<file path="config.mk">
export PLATFORM = sky130hd
export DESIGN_NAME = pwm_reload_period_deadtime
export DESIGN_NICKNAME = d
export VERILOG_FILES = /design/src/include/pwm_reload_pkg.sv /design/src/design/pwm_reload_period_deadtime.sv /design/src/design/deadtime_gen.sv
export SDC_FILE = /design/constraint.sdc
export NUM_CORES = 1
export LEC_CHECK = 0
export BUFFER_PORTS_ARGS = -buffer_cell sky130_fd_sc_hd__buf_2
export CAP_MARGIN = 20
export CORE_MARGIN = 1.5
export CORE_UTILIZATION = 39
export CTS_BUF_LIST = sky130_fd_sc_hd__clkbuf_8
export DETAILED_ROUTE_END_ITERATION = 7
export PLACE_DENSITY = 0.54
export SYNTH_ARGS = -nofsm -noshare
export SYNTH_HDL_FRONTEND = slang
export SYNTH_SLANG_ARGS = --single-unit
</file>
<file path="constraint.sdc">
create_clock -name clk_i -period 4.5 [get_ports clk_i]
set_input_delay 0.225 -clock clk_i [delete_from_list [all_inputs] [get_ports clk_i]]
set_output_delay 0.225 -clock clk_i [all_outputs]
set_load 0.02 [all_outputs]
</file>
<file path="src/include/pwm_reload_pkg.sv">
package pwm_reload_pkg;
  // register byte addresses (word aligned)
  localparam logic [3:0] addr_period_modulo_a = 4'h0;
  localparam logic [3:0] addr_deadtime_a = 4'h4;
  localparam logic [3:0] addr_control = 4'h8;
  localparam logic [3:0] addr_status = 4'hc;
  // field widths and positions
  localparam int period_w = 15;
  localparam int deadtime_w = 12;
  localparam int prescale_w = 8;
  localparam int ctl_load_ok_a = 0;
  localparam int ctl_global_load_ok = 1;
  localparam int ctl_write_protect = 2;
  localparam int ctl_restart_enable = 3;
  localparam int ctl_edge_sel_lo = 4;
  localparam int ctl_reload_a_sel_lo = 6;
  localparam int ctl_complementary = 8;
  localparam int ctl_prescale_lo = 16;
  // reset values
  localparam logic [11:0] deadtime_reset = 12'hfff;
  localparam logic [14:0] period_reset = 15'h7fff;
  localparam logic [7:0] prescale_reset = 8'h00;
  // edge select encodings
  localparam logic [1:0] edge_direct = 2'h0;
  localparam logic [1:0] edge_rising = 2'h1;
  localparam logic [1:0] edge_falling = 2'h2;
  localparam logic [1:0] edge_both = 2'h3;
  // reload output a source
  typedef enum logic [1:0] {src_off, src_a, src_b, src_c} reload_src_t;
  localparam logic [31:0] unmapped_read = 32'h0000_0000;
endpackage : pwm_reload_pkg

</file>
<file path="src/design/pwm_reload_period_deadtime.sv">
// Notes on behaviour
// - edge select 00 direct, 01 rising, 10 falling, 11 both edges.
// - with restart enabled and reload a not off, commutation raises reload and async qualifier.
// - reload a pulses once per control cycle when its source is time base a.
// - reloads b,c follow bases b,c; a is off at reset, selectable.
// - async qualifier matches reload a whenever commutation alone drives it.
// - commutation coinciding with normal reload keeps qualifier low.
// - period modulo a is a 15-bit count of pwm clocks.
// - modulo writes are buffered until load ok and next load cycle.
// - reading the modulo returns the buffered value.
// - deadtime a is a 12-bit pwm clock count for complementary use.
// - deadtime resets to 0xfff, 4095 pwm clocks.
// - after write protect is set, deadtime writes are ignored.
// - deadtime scales with the time base a prescaler.
//
// The register addresses and register access over Avalon-MM were left to the implementer.
`timescale 1ns/1ps
`default_nettype none
module pwm_reload_period_deadtime
  import pwm_reload_pkg::*;
#(
  parameter int pw = pwm_reload_pkg::period_w,
  parameter int dw = pwm_reload_pkg::deadtime_w
) (
  input wire logic clk_i, // core clock 50 mhz
  input wire logic reset_i, // sync reset, high
  input wire logic [3:0] avs_address, // byte address
  input wire logic avs_read, // read strobe
  input wire logic avs_write, // write strobe
  input wire logic [31:0] avs_writedata, // write data
  input wire logic [3:0] avs_byteenable, // byte lanes
  output logic [31:0] avs_readdata, // read data
  output logic avs_waitrequest, // stall
  input wire logic async_event_i, // commutation event input
  input wire logic reload_b_i, // time base b reload
  input wire logic reload_c_i, // time base c reload
  output logic reload_a_o, // reload event a
  output logic reload_b_o, // reload event b
  output logic reload_c_o, // reload event c
  output logic reload_async_qualifier_o, // reload a is async
  output logic [pw-1:0] period_active_o, // period in use by base a
  output logic pwm_hi_o, // complementary high side
  output logic pwm_lo_o // complementary low side
);
  import pwm_reload_pkg::*;

  ////////////////////////////////////////////////////////////////////////
  // registers
  logic [pw-1:0] period_buf_r;
  logic [pw-1:0] period_act_r;
  logic [dw-1:0] deadtime_r;
  logic load_ok_a_r;
  logic global_load_ok_r;
  logic write_protect_r;
  logic restart_enable_r;
  logic [1:0] edge_sel_r;
  reload_src_t reload_a_sel_r;
  logic complementary_r;
  logic [prescale_w-1:0] prescale_r;
  logic ack_r;
  logic [31:0] rdata_r;

  ////////////////////////////////////////////////////////////////////////
  // bus decode: one wait cycle per access
  // a write lands only at the edge after the wait cycle, where waitrequest is low, never earlier
  wire access = (avs_read || avs_write) && !ack_r;
  wire wr = avs_write && ack_r;
  wire hit_period = avs_address == addr_period_modulo_a;
  wire hit_dead = avs_address == addr_deadtime_a;
  wire hit_ctl = avs_address == addr_control;
  wire hit_stat = avs_address == addr_status;
  wire wr_period = wr && hit_period;
  wire wr_dead = wr && hit_dead && !write_protect_r;
  wire wr_ctl = wr && hit_ctl;
  assign avs_waitrequest = (avs_read || avs_write) && !ack_r;
  assign avs_readdata = rdata_r;

  ////////////////////////////////////////////////////////////////////////
  // time base a: prescaler and up counter
  logic [prescale_w-1:0] pre_cnt_r;
  logic [pw-1:0] cnt_r;
  wire pwm_tick = pre_cnt_r == prescale_r;
  wire cnt_wrap = pwm_tick && (cnt_r >= period_act_r - 1'b1);
  wire load_cycle = cnt_wrap;
  wire load_ok_any = load_ok_a_r || global_load_ok_r;
  wire gen_reload_a = load_cycle;
  wire pwm_raw = cnt_r < {1'b0, period_act_r[pw-1:1]};

  always_ff @(posedge clk_i)
  begin
    if (reset_i || pwm_tick)
      pre_cnt_r <= '0;
    else
      pre_cnt_r <= pre_cnt_r + 1'b1;
  end

  always_ff @(posedge clk_i)
  begin
    if (reset_i || cnt_wrap)
      cnt_r <= '0;
    else if (pwm_tick)
      cnt_r <= cnt_r + 1'b1;
  end

  always_ff @(posedge clk_i)
  begin
    if (reset_i)
      period_act_r <= period_reset;
    else if (load_cycle && load_ok_any)
      period_act_r <= period_buf_r;
  end
  assign period_active_o = period_act_r;

  ////////////////////////////////////////////////////////////////////////
  // commutation event edge select
  logic async_prev_r;
  always_ff @(posedge clk_i)
  begin
    if (reset_i)
      async_prev_r <= 1'b0;
    else
      async_prev_r <= async_event_i;
  end
  wire rise = async_event_i && !async_prev_r;
  wire fall = !async_event_i && async_prev_r;
  logic async_evt;
  always_comb
  begin
    unique case (edge_sel_r)
      edge_direct: async_evt = async_event_i;
      edge_rising: async_evt = rise;
      edge_falling: async_evt = fall;
      edge_both: async_evt = rise || fall;
    endcase
  end

  ////////////////////////////////////////////////////////////////////////
  // reload outputs
  wire async_reload = restart_enable_r && async_evt;
  logic src_reload;
  always_comb
  begin
    unique case (reload_a_sel_r)
      src_off: src_reload = 1'b0;
      src_a: src_reload = gen_reload_a;
      src_b: src_reload = reload_b_i;
      src_c: src_reload = reload_c_i;
    endcase
  end
  wire async_to_a = async_reload && reload_a_sel_r != src_off;
  wire reload_a_nxt = src_reload || async_to_a;
  wire qual_nxt = async_to_a && !src_reload;
  logic reload_a_r;
  logic reload_b_r;
  logic reload_c_r;
  logic qual_r;
  always_ff @(posedge clk_i)
  begin
    if (reset_i)
    begin
      reload_a_r <= 1'b0;
      reload_b_r <= 1'b0;
      reload_c_r <= 1'b0;
      qual_r <= 1'b0;
    end
    else
    begin
      reload_a_r <= reload_a_nxt;
      reload_b_r <= reload_b_i;
      reload_c_r <= reload_c_i;
      qual_r <= qual_nxt;
    end
  end
  assign reload_a_o = reload_a_r;
  assign reload_b_o = reload_b_r;
  assign reload_c_o = reload_c_r;
  assign reload_async_qualifier_o = qual_r;

  ////////////////////////////////////////////////////////////////////////
  // register writes
  always_ff @(posedge clk_i)
  begin
    if (reset_i)
    begin
      period_buf_r <= period_reset;
      deadtime_r <= deadtime_reset;
    end
    else
    begin
      if (wr_period && avs_byteenable[0])
        period_buf_r[7:0] <= avs_writedata[7:0];
      if (wr_period && avs_byteenable[1])
        period_buf_r[pw-1:8] <= avs_writedata[pw-1:8];
      if (wr_dead && avs_byteenable[0])
        deadtime_r[7:0] <= avs_writedata[7:0];
      if (wr_dead && avs_byteenable[1])
        deadtime_r[dw-1:8] <= avs_writedata[dw-1:8];
    end
  end

  // load-ok clears at the load cycle; a software set in that cycle wins
  wire set_ldok = wr_ctl && avs_byteenable[0];
  always_ff @(posedge clk_i)
  begin
    if (reset_i)
    begin
      load_ok_a_r <= 1'b0;
      global_load_ok_r <= 1'b0;
    end
    else
    begin
      if (set_ldok && avs_writedata[ctl_load_ok_a])
        load_ok_a_r <= 1'b1;
      else if (load_cycle)
        load_ok_a_r <= 1'b0;
      if (set_ldok && avs_writedata[ctl_global_load_ok])
        global_load_ok_r <= 1'b1;
      else if (load_cycle)
        global_load_ok_r <= 1'b0;
    end
  end

  always_ff @(posedge clk_i)
  begin
    if (reset_i)
    begin
      write_protect_r <= 1'b0;
      restart_enable_r <= 1'b0;
      edge_sel_r <= edge_direct;
      reload_a_sel_r <= src_off;
      complementary_r <= 1'b0;
      prescale_r <= prescale_reset;
    end
    else if (wr_ctl)
    begin
      if (avs_byteenable[0])
      begin
        // write protect is sticky until reset
        write_protect_r <= write_protect_r || avs_writedata[ctl_write_protect];
        restart_enable_r <= avs_writedata[ctl_restart_enable];
        edge_sel_r <= avs_writedata[ctl_edge_sel_lo +: 2];
        reload_a_sel_r <= reload_src_t'(avs_writedata[ctl_reload_a_sel_lo +: 2]);
      end
      if (avs_byteenable[1])
        complementary_r <= avs_writedata[ctl_complementary];
      if (avs_byteenable[2])
        prescale_r <= avs_writedata[ctl_prescale_lo +: prescale_w];
    end
  end

  ////////////////////////////////////////////////////////////////////////
  // register reads
  wire [31:0] ctl_word = {8'h00, prescale_r, 7'h00, complementary_r,
    reload_a_sel_r, edge_sel_r, restart_enable_r, write_protect_r,
    global_load_ok_r, load_ok_a_r};
  wire [31:0] stat_word = {{(32-pw){1'b0}}, period_act_r};
  wire [31:0] rd_mux =
    hit_period ? {{(32-pw){1'b0}}, period_buf_r} :
    hit_dead ? {{(32-dw){1'b0}}, deadtime_r} :
    hit_ctl ? ctl_word :
    hit_stat ? stat_word : unmapped_read;

  always_ff @(posedge clk_i)
  begin
    if (reset_i)
    begin
      ack_r <= 1'b0;
      rdata_r <= '0;
    end
    else
    begin
      ack_r <= access;
      if (access && avs_read)
        rdata_r <= rd_mux;
    end
  end

  ////////////////////////////////////////////////////////////////////////
  // complementary output pair with deadtime
  deadtime_gen #(
    .width(dw)
  ) u_dead (
    .clk_i(clk_i),
    .reset_i(reset_i),
    .tick_i(pwm_tick),
    .enable_i(complementary_r),
    .pwm_i(pwm_raw),
    .deadtime_i(deadtime_r),
    .out_hi_o(pwm_hi_o),
    .out_lo_o(pwm_lo_o)
  );
endmodule : pwm_reload_period_deadtime
`default_nettype wire

</file>
<file path="src/design/deadtime_gen.sv">
`timescale 1ns/1ps
`default_nettype none
module deadtime_gen #(
  parameter int width = 12
) (
  input wire logic clk_i, // core clock
  input wire logic reset_i, // sync reset, high
  input wire logic tick_i, // pwm clock enable
  input wire logic enable_i, // complementary mode
  input wire logic pwm_i, // raw pwm level
  input wire logic [width-1:0] deadtime_i, // deadtime count
  output logic out_hi_o, // high side output
  output logic out_lo_o // low side output
);
  logic prev_r;
  logic [width-1:0] cnt_r;
  logic hi_r;
  logic lo_r;
  wire changed = pwm_i != prev_r;
  wire counting = cnt_r != '0;
  assign out_hi_o = hi_r;
  assign out_lo_o = lo_r;
  // turn-off is immediate, turn-on waits out the count
  always_ff @(posedge clk_i)
  begin
    if (reset_i)
    begin
      prev_r <= 1'b0;
      cnt_r <= '0;
      hi_r <= 1'b0;
      lo_r <= 1'b0;
    end
    else if (!enable_i)
    begin
      prev_r <= pwm_i;
      cnt_r <= '0;
      hi_r <= pwm_i;
      lo_r <= 1'b0;
    end
    else
    begin
      prev_r <= pwm_i;
      if (changed)
      begin
        hi_r <= 1'b0;
        lo_r <= 1'b0;
        cnt_r <= deadtime_i;
        if (deadtime_i == '0)
        begin
          hi_r <= pwm_i;
          lo_r <= !pwm_i;
        end
      end
      else if (counting && tick_i)
      begin
        cnt_r <= cnt_r - 1'b1;
        if (cnt_r == {{(width-1){1'b0}}, 1'b1})
        begin
          hi_r <= prev_r;
          lo_r <= !prev_r;
        end
      end
    end
  end
endmodule : deadtime_gen
`default_nettype wire

</file>
## After elaboration in Yosys (flattened, before gate mapping)

Cells that the tools add are included.

- Register bits: 135
- Bits in latches: 0
- Bits in writable memories: 0
- Bits in read-only memories: 0
- Bits of input ports: 47
- Output and inout bits: 54
- Word-level logic and storage cells: 119
- Memories: 0

- Add/sub/neg operators: 4
- Multiply operators: 0
- Div/mod/pow operators: 0
- Order comparisons: 2
- Eq/ne operators: 14
- Shift-type cells: 0
- Muxes and demuxes: 20
- Bitwise gates (word level): 1
- Reductions and logical operators: 52

Operator list:

| cell | number |
|---|---|
| 2-to-1 mux 24 bit | 3 |
| 2-to-1 mux 12 bit | 2 |
| logical AND 1 bit | 22 |
| adder 15 x 1 -> 15 bit (second input constant) | 1 |
| greater-or-equal comparator 15 bit | 1 |
| less-than comparator 15 x 14 -> 1 bit | 1 |
| 2-to-1 mux 15 bit | 1 |
| subtractor 15 x 1 -> 15 bit (second input constant) | 1 |
| == test 12 x 1 -> 1 bit (second input constant) | 1 |
| logical NOT 12 bit | 1 |
| 2-to-1 mux 1 bit | 12 |
| nonzero test 12 bit | 1 |
| subtractor 12 x 1 -> 12 bit (second input constant) | 1 |
| AND reduction 2 bit | 5 |
| nonzero test 2 bit | 5 |
| adder 8 x 1 -> 8 bit (second input constant) | 1 |
| == test 2 bit (second input constant) | 4 |
| == test 4 bit (second input constant) | 2 |
| == test 8 bit | 1 |
| case mux 1 bit (4 select lines) | 2 |
| logical NOT 1 bit | 7 |
| logical OR 1 bit | 7 |
| inequality test 3 x 1 -> 1 bit (second input constant) | 2 |
| == test 2 x 1 -> 1 bit (second input constant) | 2 |
| 6 further kinds | 7 |

## Logic depth before layout (Yosys ltp)

- Depth in word-level cells: 7
- Mapped depth: 14
- Mapped depth without buffers: 13

## Modules after synthesis

From an unflattened synthesis, not the netlist that was laid out.

- Cell total of the unflattened synthesis: 756
- Area, all modules: 6566.3 µm²

Modules (own cells, without submodules):

| module | instances | cells each | area an instance (µm²) | sequential area each (µm²) |
|---|---|---|---|---|
| pwm_reload_period_deadtime | 1 | 648 | 5661.7 | 2222.1 |
| deadtime_gen | 1 | 108 | 904.6 | 300.3 |

## Worst setup path after synthesis

No wires, ideal clock.

- Path kind: flip-flop to flip-flop
- Start point: register period_act_r[0] (netlist: period_active_o[0])
- End point: register period_act_r[10] (netlist: period_active_o[10])
- Setup time: 0.141 ns
- Arrival: 2.853 ns
- Required time: 4.359 ns
- Setup slack: 1.506 ns
- Stages on the path, launching flop included: 12
- Buffers on the path: 1
- Clock period less this slack: 2.994 ns
- Path through: dfxtp_1 > inv_1 > ha_1 > nor3b_1 > nand3_1 > xnor2_1 > ha_1 > nand4_1 > o31ai_2 > o211a_1 > buf_2 > o211ai_1

- Longest elaborated chain between the ends: 4

Ends and longest elaborated chain:

| element | line | source |
|---|---|---|
| start: declaration | pwm_reload_period_deadtime.sv:50 | `logic [pw-1:0] period_act_r;` |
| start signal: assignment | pwm_reload_period_deadtime.sv:108 | `period_act_r <= period_reset;` |
| start signal: assignment | pwm_reload_period_deadtime.sv:110 | `period_act_r <= period_buf_r;` |
| subtractor 15 x 1 -> 15 bit | pwm_reload_period_deadtime.sv:83 | `wire cnt_wrap = pwm_tick && (cnt_r >= period_act_r - 1'b1);` |
| greater-or-equal comparator 15 bit | pwm_reload_period_deadtime.sv:83 |  |
| logical AND 1 bit | pwm_reload_period_deadtime.sv:83 |  |
| logical AND 1 bit | pwm_reload_period_deadtime.sv:109 | `else if (load_cycle && load_ok_any)` |

Every way passes these cells.
A chain may end at the register's enable or synchronous reset.

## Final worst setup path

- Start point: register period_act_r[2] (netlist: period_active_o[2])
- End point: register global_load_ok_r

- Longest elaborated chain between the ends: 4

Ends and longest elaborated chain:

| element | line | source |
|---|---|---|
| subtractor 15 x 1 -> 15 bit | pwm_reload_period_deadtime.sv:83 |  |
| greater-or-equal comparator 15 bit | pwm_reload_period_deadtime.sv:83 |  |
| logical AND 1 bit | pwm_reload_period_deadtime.sv:83 |  |
| nonzero test 2 bit (no line) | -- |  |
| end signal: assignment | pwm_reload_period_deadtime.sv:208 | `global_load_ok_r <= 1'b0;` |
| end signal: assignment | pwm_reload_period_deadtime.sv:217 | `global_load_ok_r <= 1'b1;` |
| end signal: assignment | pwm_reload_period_deadtime.sv:219 | `global_load_ok_r <= 1'b0;` |
| end: declaration | pwm_reload_period_deadtime.sv:53 | `logic global_load_ok_r;` |

Every way passes these cells.

==> results.sh <==
export IMPL_status="completed"
export IMPL_setup_violations_final=0
export IMPL_num_vias=5889
export IMPL_placed_area_um2=7240
export IMPL_gp_congestion=0.827
export IMPL_fp_row_count=47
export IMPL_grt_overflow_total=0
export IMPL_maxSlewViolCount=0
export IMPL_post_cts_buffers=0
export IMPL_pwr_density_cell_nw_per_um2=297
export IMPL_peakVddDrop_v=0.000180
export IMPL_cts_buffers_inserted=17
export IMPL_synth_edf_count=0
export IMPL_end_kind="flip-flop"
export IMPL_vias_per_cell=5.53
export IMPL_antenna_found_initial=0
export IMPL_synth_ff_type="dfxtp_1"
export IMPL_cts_root_buf="clkbuf_8"
export IMPL_netlist_area_um2=6710
export IMPL_fmaxAchievable_ghz=0.293
export IMPL_clock_latency_ns=0.45
export IMPL_worstMarginPinSlew_ns=1.03
export IMPL_grt_pass1_wl_um=30000
export IMPL_multi_input_area_um2=3860
export IMPL_routedWlPerCell_um=17.7
export IMPL_yosys_warnings=0
export IMPL_fillCellCount=1650
export IMPL_crit_arrival_ns=3.73
export IMPL_yosysMostFrequentCell="dfxtp_1"
export IMPL_hp_start="avs_writedata[20]"
export IMPL_postCtsHoldBufs=4
export IMPL_synth_top_area_share_pct=37.6
export IMPL_ctsHtreeMaxLevel=4
export IMPL_grt_max_degree=55
export IMPL_cp_start_kind="flip-flop"
export IMPL_crit_start="period_active_o[2]"
export IMPL_hold_violations=0
export IMPL_drc_errors=0
export IMPL_fin_nets=913
export IMPL_synth_cell_types=65
export IMPL_die_area_um2=18000
export IMPL_period_needed_ns=3.41
export IMPL_cts_tree="built"
export IMPL_synth_cells=761
export IMPL_grt_usage_pct=21.4
export IMPL_maxSlewHeadroom_pct=31.4
export IMPL_synthToLayoutAreaGrowth_pct=14.5
export IMPL_core_um2=16700
export IMPL_clockBufferDepth=2
export IMPL_dp_hpwl_um=13800
export IMPL_synth_top_cells_by_area="dfxtp_1, ha_1, nand2_1, a21oi_1, mux2i_1"
export IMPL_die_y_um=134
export IMPL_firstDrtPassIters=5
export IMPL_timing_final_crit_share_pct=75.8
export IMPL_synthTopCellsByCount="dfxtp_1, nand2_1, a21oi_1, nand3_1, ha_1"
export IMPL_ys_ff_latch=126
export IMPL_cts_resized=0
export IMPL_ios=101
export IMPL_antenna_diode_count=0
export IMPL_path_clk_slew_ns=0.08
export IMPL_drive_gt1_share_pct=19.1
export IMPL_rsz0062_at_grt="no"
export IMPL_async_flop_share_pct=0
export IMPL_path_class="flip-flop to flip-flop"
export IMPL_fin_total_pwr_mw=2.28
export IMPL_finalClockSkew_ns=0.0147
export IMPL_synth_top_area_cell="dfxtp_1"
export IMPL_die_w_um=134
export IMPL_hold_class="input pin to flip-flop"
export IMPL_max_cap_violations=0
export IMPL_crit_fanout=17
export IMPL_initial_core_util_pct=40.2
export IMPL_p_leak_nw=3.15
export IMPL_final_setup_tns_ns=0
export IMPL_first_global_vias=5623
export IMPL_seqCellArea_um2=2520
export IMPL_fin_util_pct=46.0
export IMPL_r2r_start="period_active_o[2]"
export IMPL_wl_um=18800
export IMPL_ys_seq_area_share_pct=37.6
export IMPL_drtIter0Drc=380
export IMPL_place_port_buffers=81
export IMPL_final_area_um2=7680
export IMPL_ant_nets=0
export IMPL_avgSynthCellArea_um2=8.81
export IMPL_clock_sinks=126
export IMPL_hold_ws_ns=0.0227
export IMPL_cp_required_ns=4.81
[worst paths after layout]
kind	slack [ns]	endpoint	depth (start not counted)
worst min register to register	0.45	avs_readdata[19]	2
worst max register to register	1.09	global_load_ok_r	14
worst min-delay path	0.02	prescale_r[4]	3
worst max-delay path	1.09	global_load_ok_r	14
[sequential cells by signal, indices dropped and copies added (netlist names), 2 cells and up]
signal,flops
prescale_r,8
u_dead.cnt_r,12
pre_cnt_r,8
period_active_o,15
edge_sel_r,2
reload_a_sel_r,2
cnt_r,15
avs_readdata,23
period_buf_r,15
deadtime_r,12
[kinds of logic after synthesis]
kind of cell    count (synthesis)  share of synthesized area, %
flops                         126                          37.6
xor+xnor                       51                          6.66
compound gates                175                          17.3
mux                            36                          5.63
simple gates                  256                          20.7
other cells                     1                        0.0559
fa+ha+maj                      35                          6.53
buf+inv                        81                          5.47
[layout make-up]
type	count	share of cell area [%]
sequential	126	32.8
multi-input combinational	562	50.2
clock buffer	19	3.40
clock inverter	13	1.48
tap	220	3.58
timing repair buffer	97	7.15
inverter	27	1.32
[where the power goes]
group / total [mW] / switching (mW) / internal (mW)
combinational: 0.180 / 0.120 / 0.0602
clock: 0.951 / 0.485 / 0.466
sequential: 1.15 / 0.0187 / 1.13
[placed cells by master, fill, tap and decap left out, types with 14 or more instances in the layout]
cell / netlist / final
dfxtp_1: 126 / 126
nand2_1: 88 / 88
buf_2: 11 / 81
a21oi_1: 64 / 64
nand3_1: 37 / 37
ha_1: 35 / 35
xnor2_1: 32 / 32
mux2i_1: 31 / 31
nor2_1: 30 / 30
inv_1: 27 / 28
o21ai_0: 27 / 27
nor3_1: 23 / 23
xor2_1: 19 / 19
clkbuf_8: 0 / 19
o2111ai_1: 16 / 16
o211ai_1: 16 / 16
a211oi_1: 14 / 14
[worst max-delay path, cell delays in order (launching register included)]
cell and delay, ns:
dfxtp_1 0.35, inv_1 0.16, nand3_1 0.12, nor3_1 0.18, buf_4 0.17, nand2_1 0.10, nor4_1 0.30, xnor2_1 0.11
ha_1 0.30, a21o_1 0.11, a21oi_1 0.06, nor2_1 0.46, buf_6 0.23, o21a_2 0.43, o21ai_0 0.19
[per-layer routing]
layer / wire length, um / share of wire [%] / GRT usage [%] / vias up
met5: 0 / 0 / 0 / -
met4: 353 / 1.9 / 7.47 / 0
met3: 788 / 4.2 / 3.85 / 24
met2: 8830 / 47 / 34.4 / 163
met1: 8860 / 47 / 28.9 / 2812
li1: - / - / - / 2890
[stage by stage]
stage | instances | setup WS (ns)
floorplan | 769 | 1.51
global placement | 1025 | 0.833
detailed placement | 1026 | 1.18
CTS | 1062 | 1.14
global route | 1064 | 0.780
finish | 1064 | 1.09
Note: power is estimated with default switching activity, not from simulation.
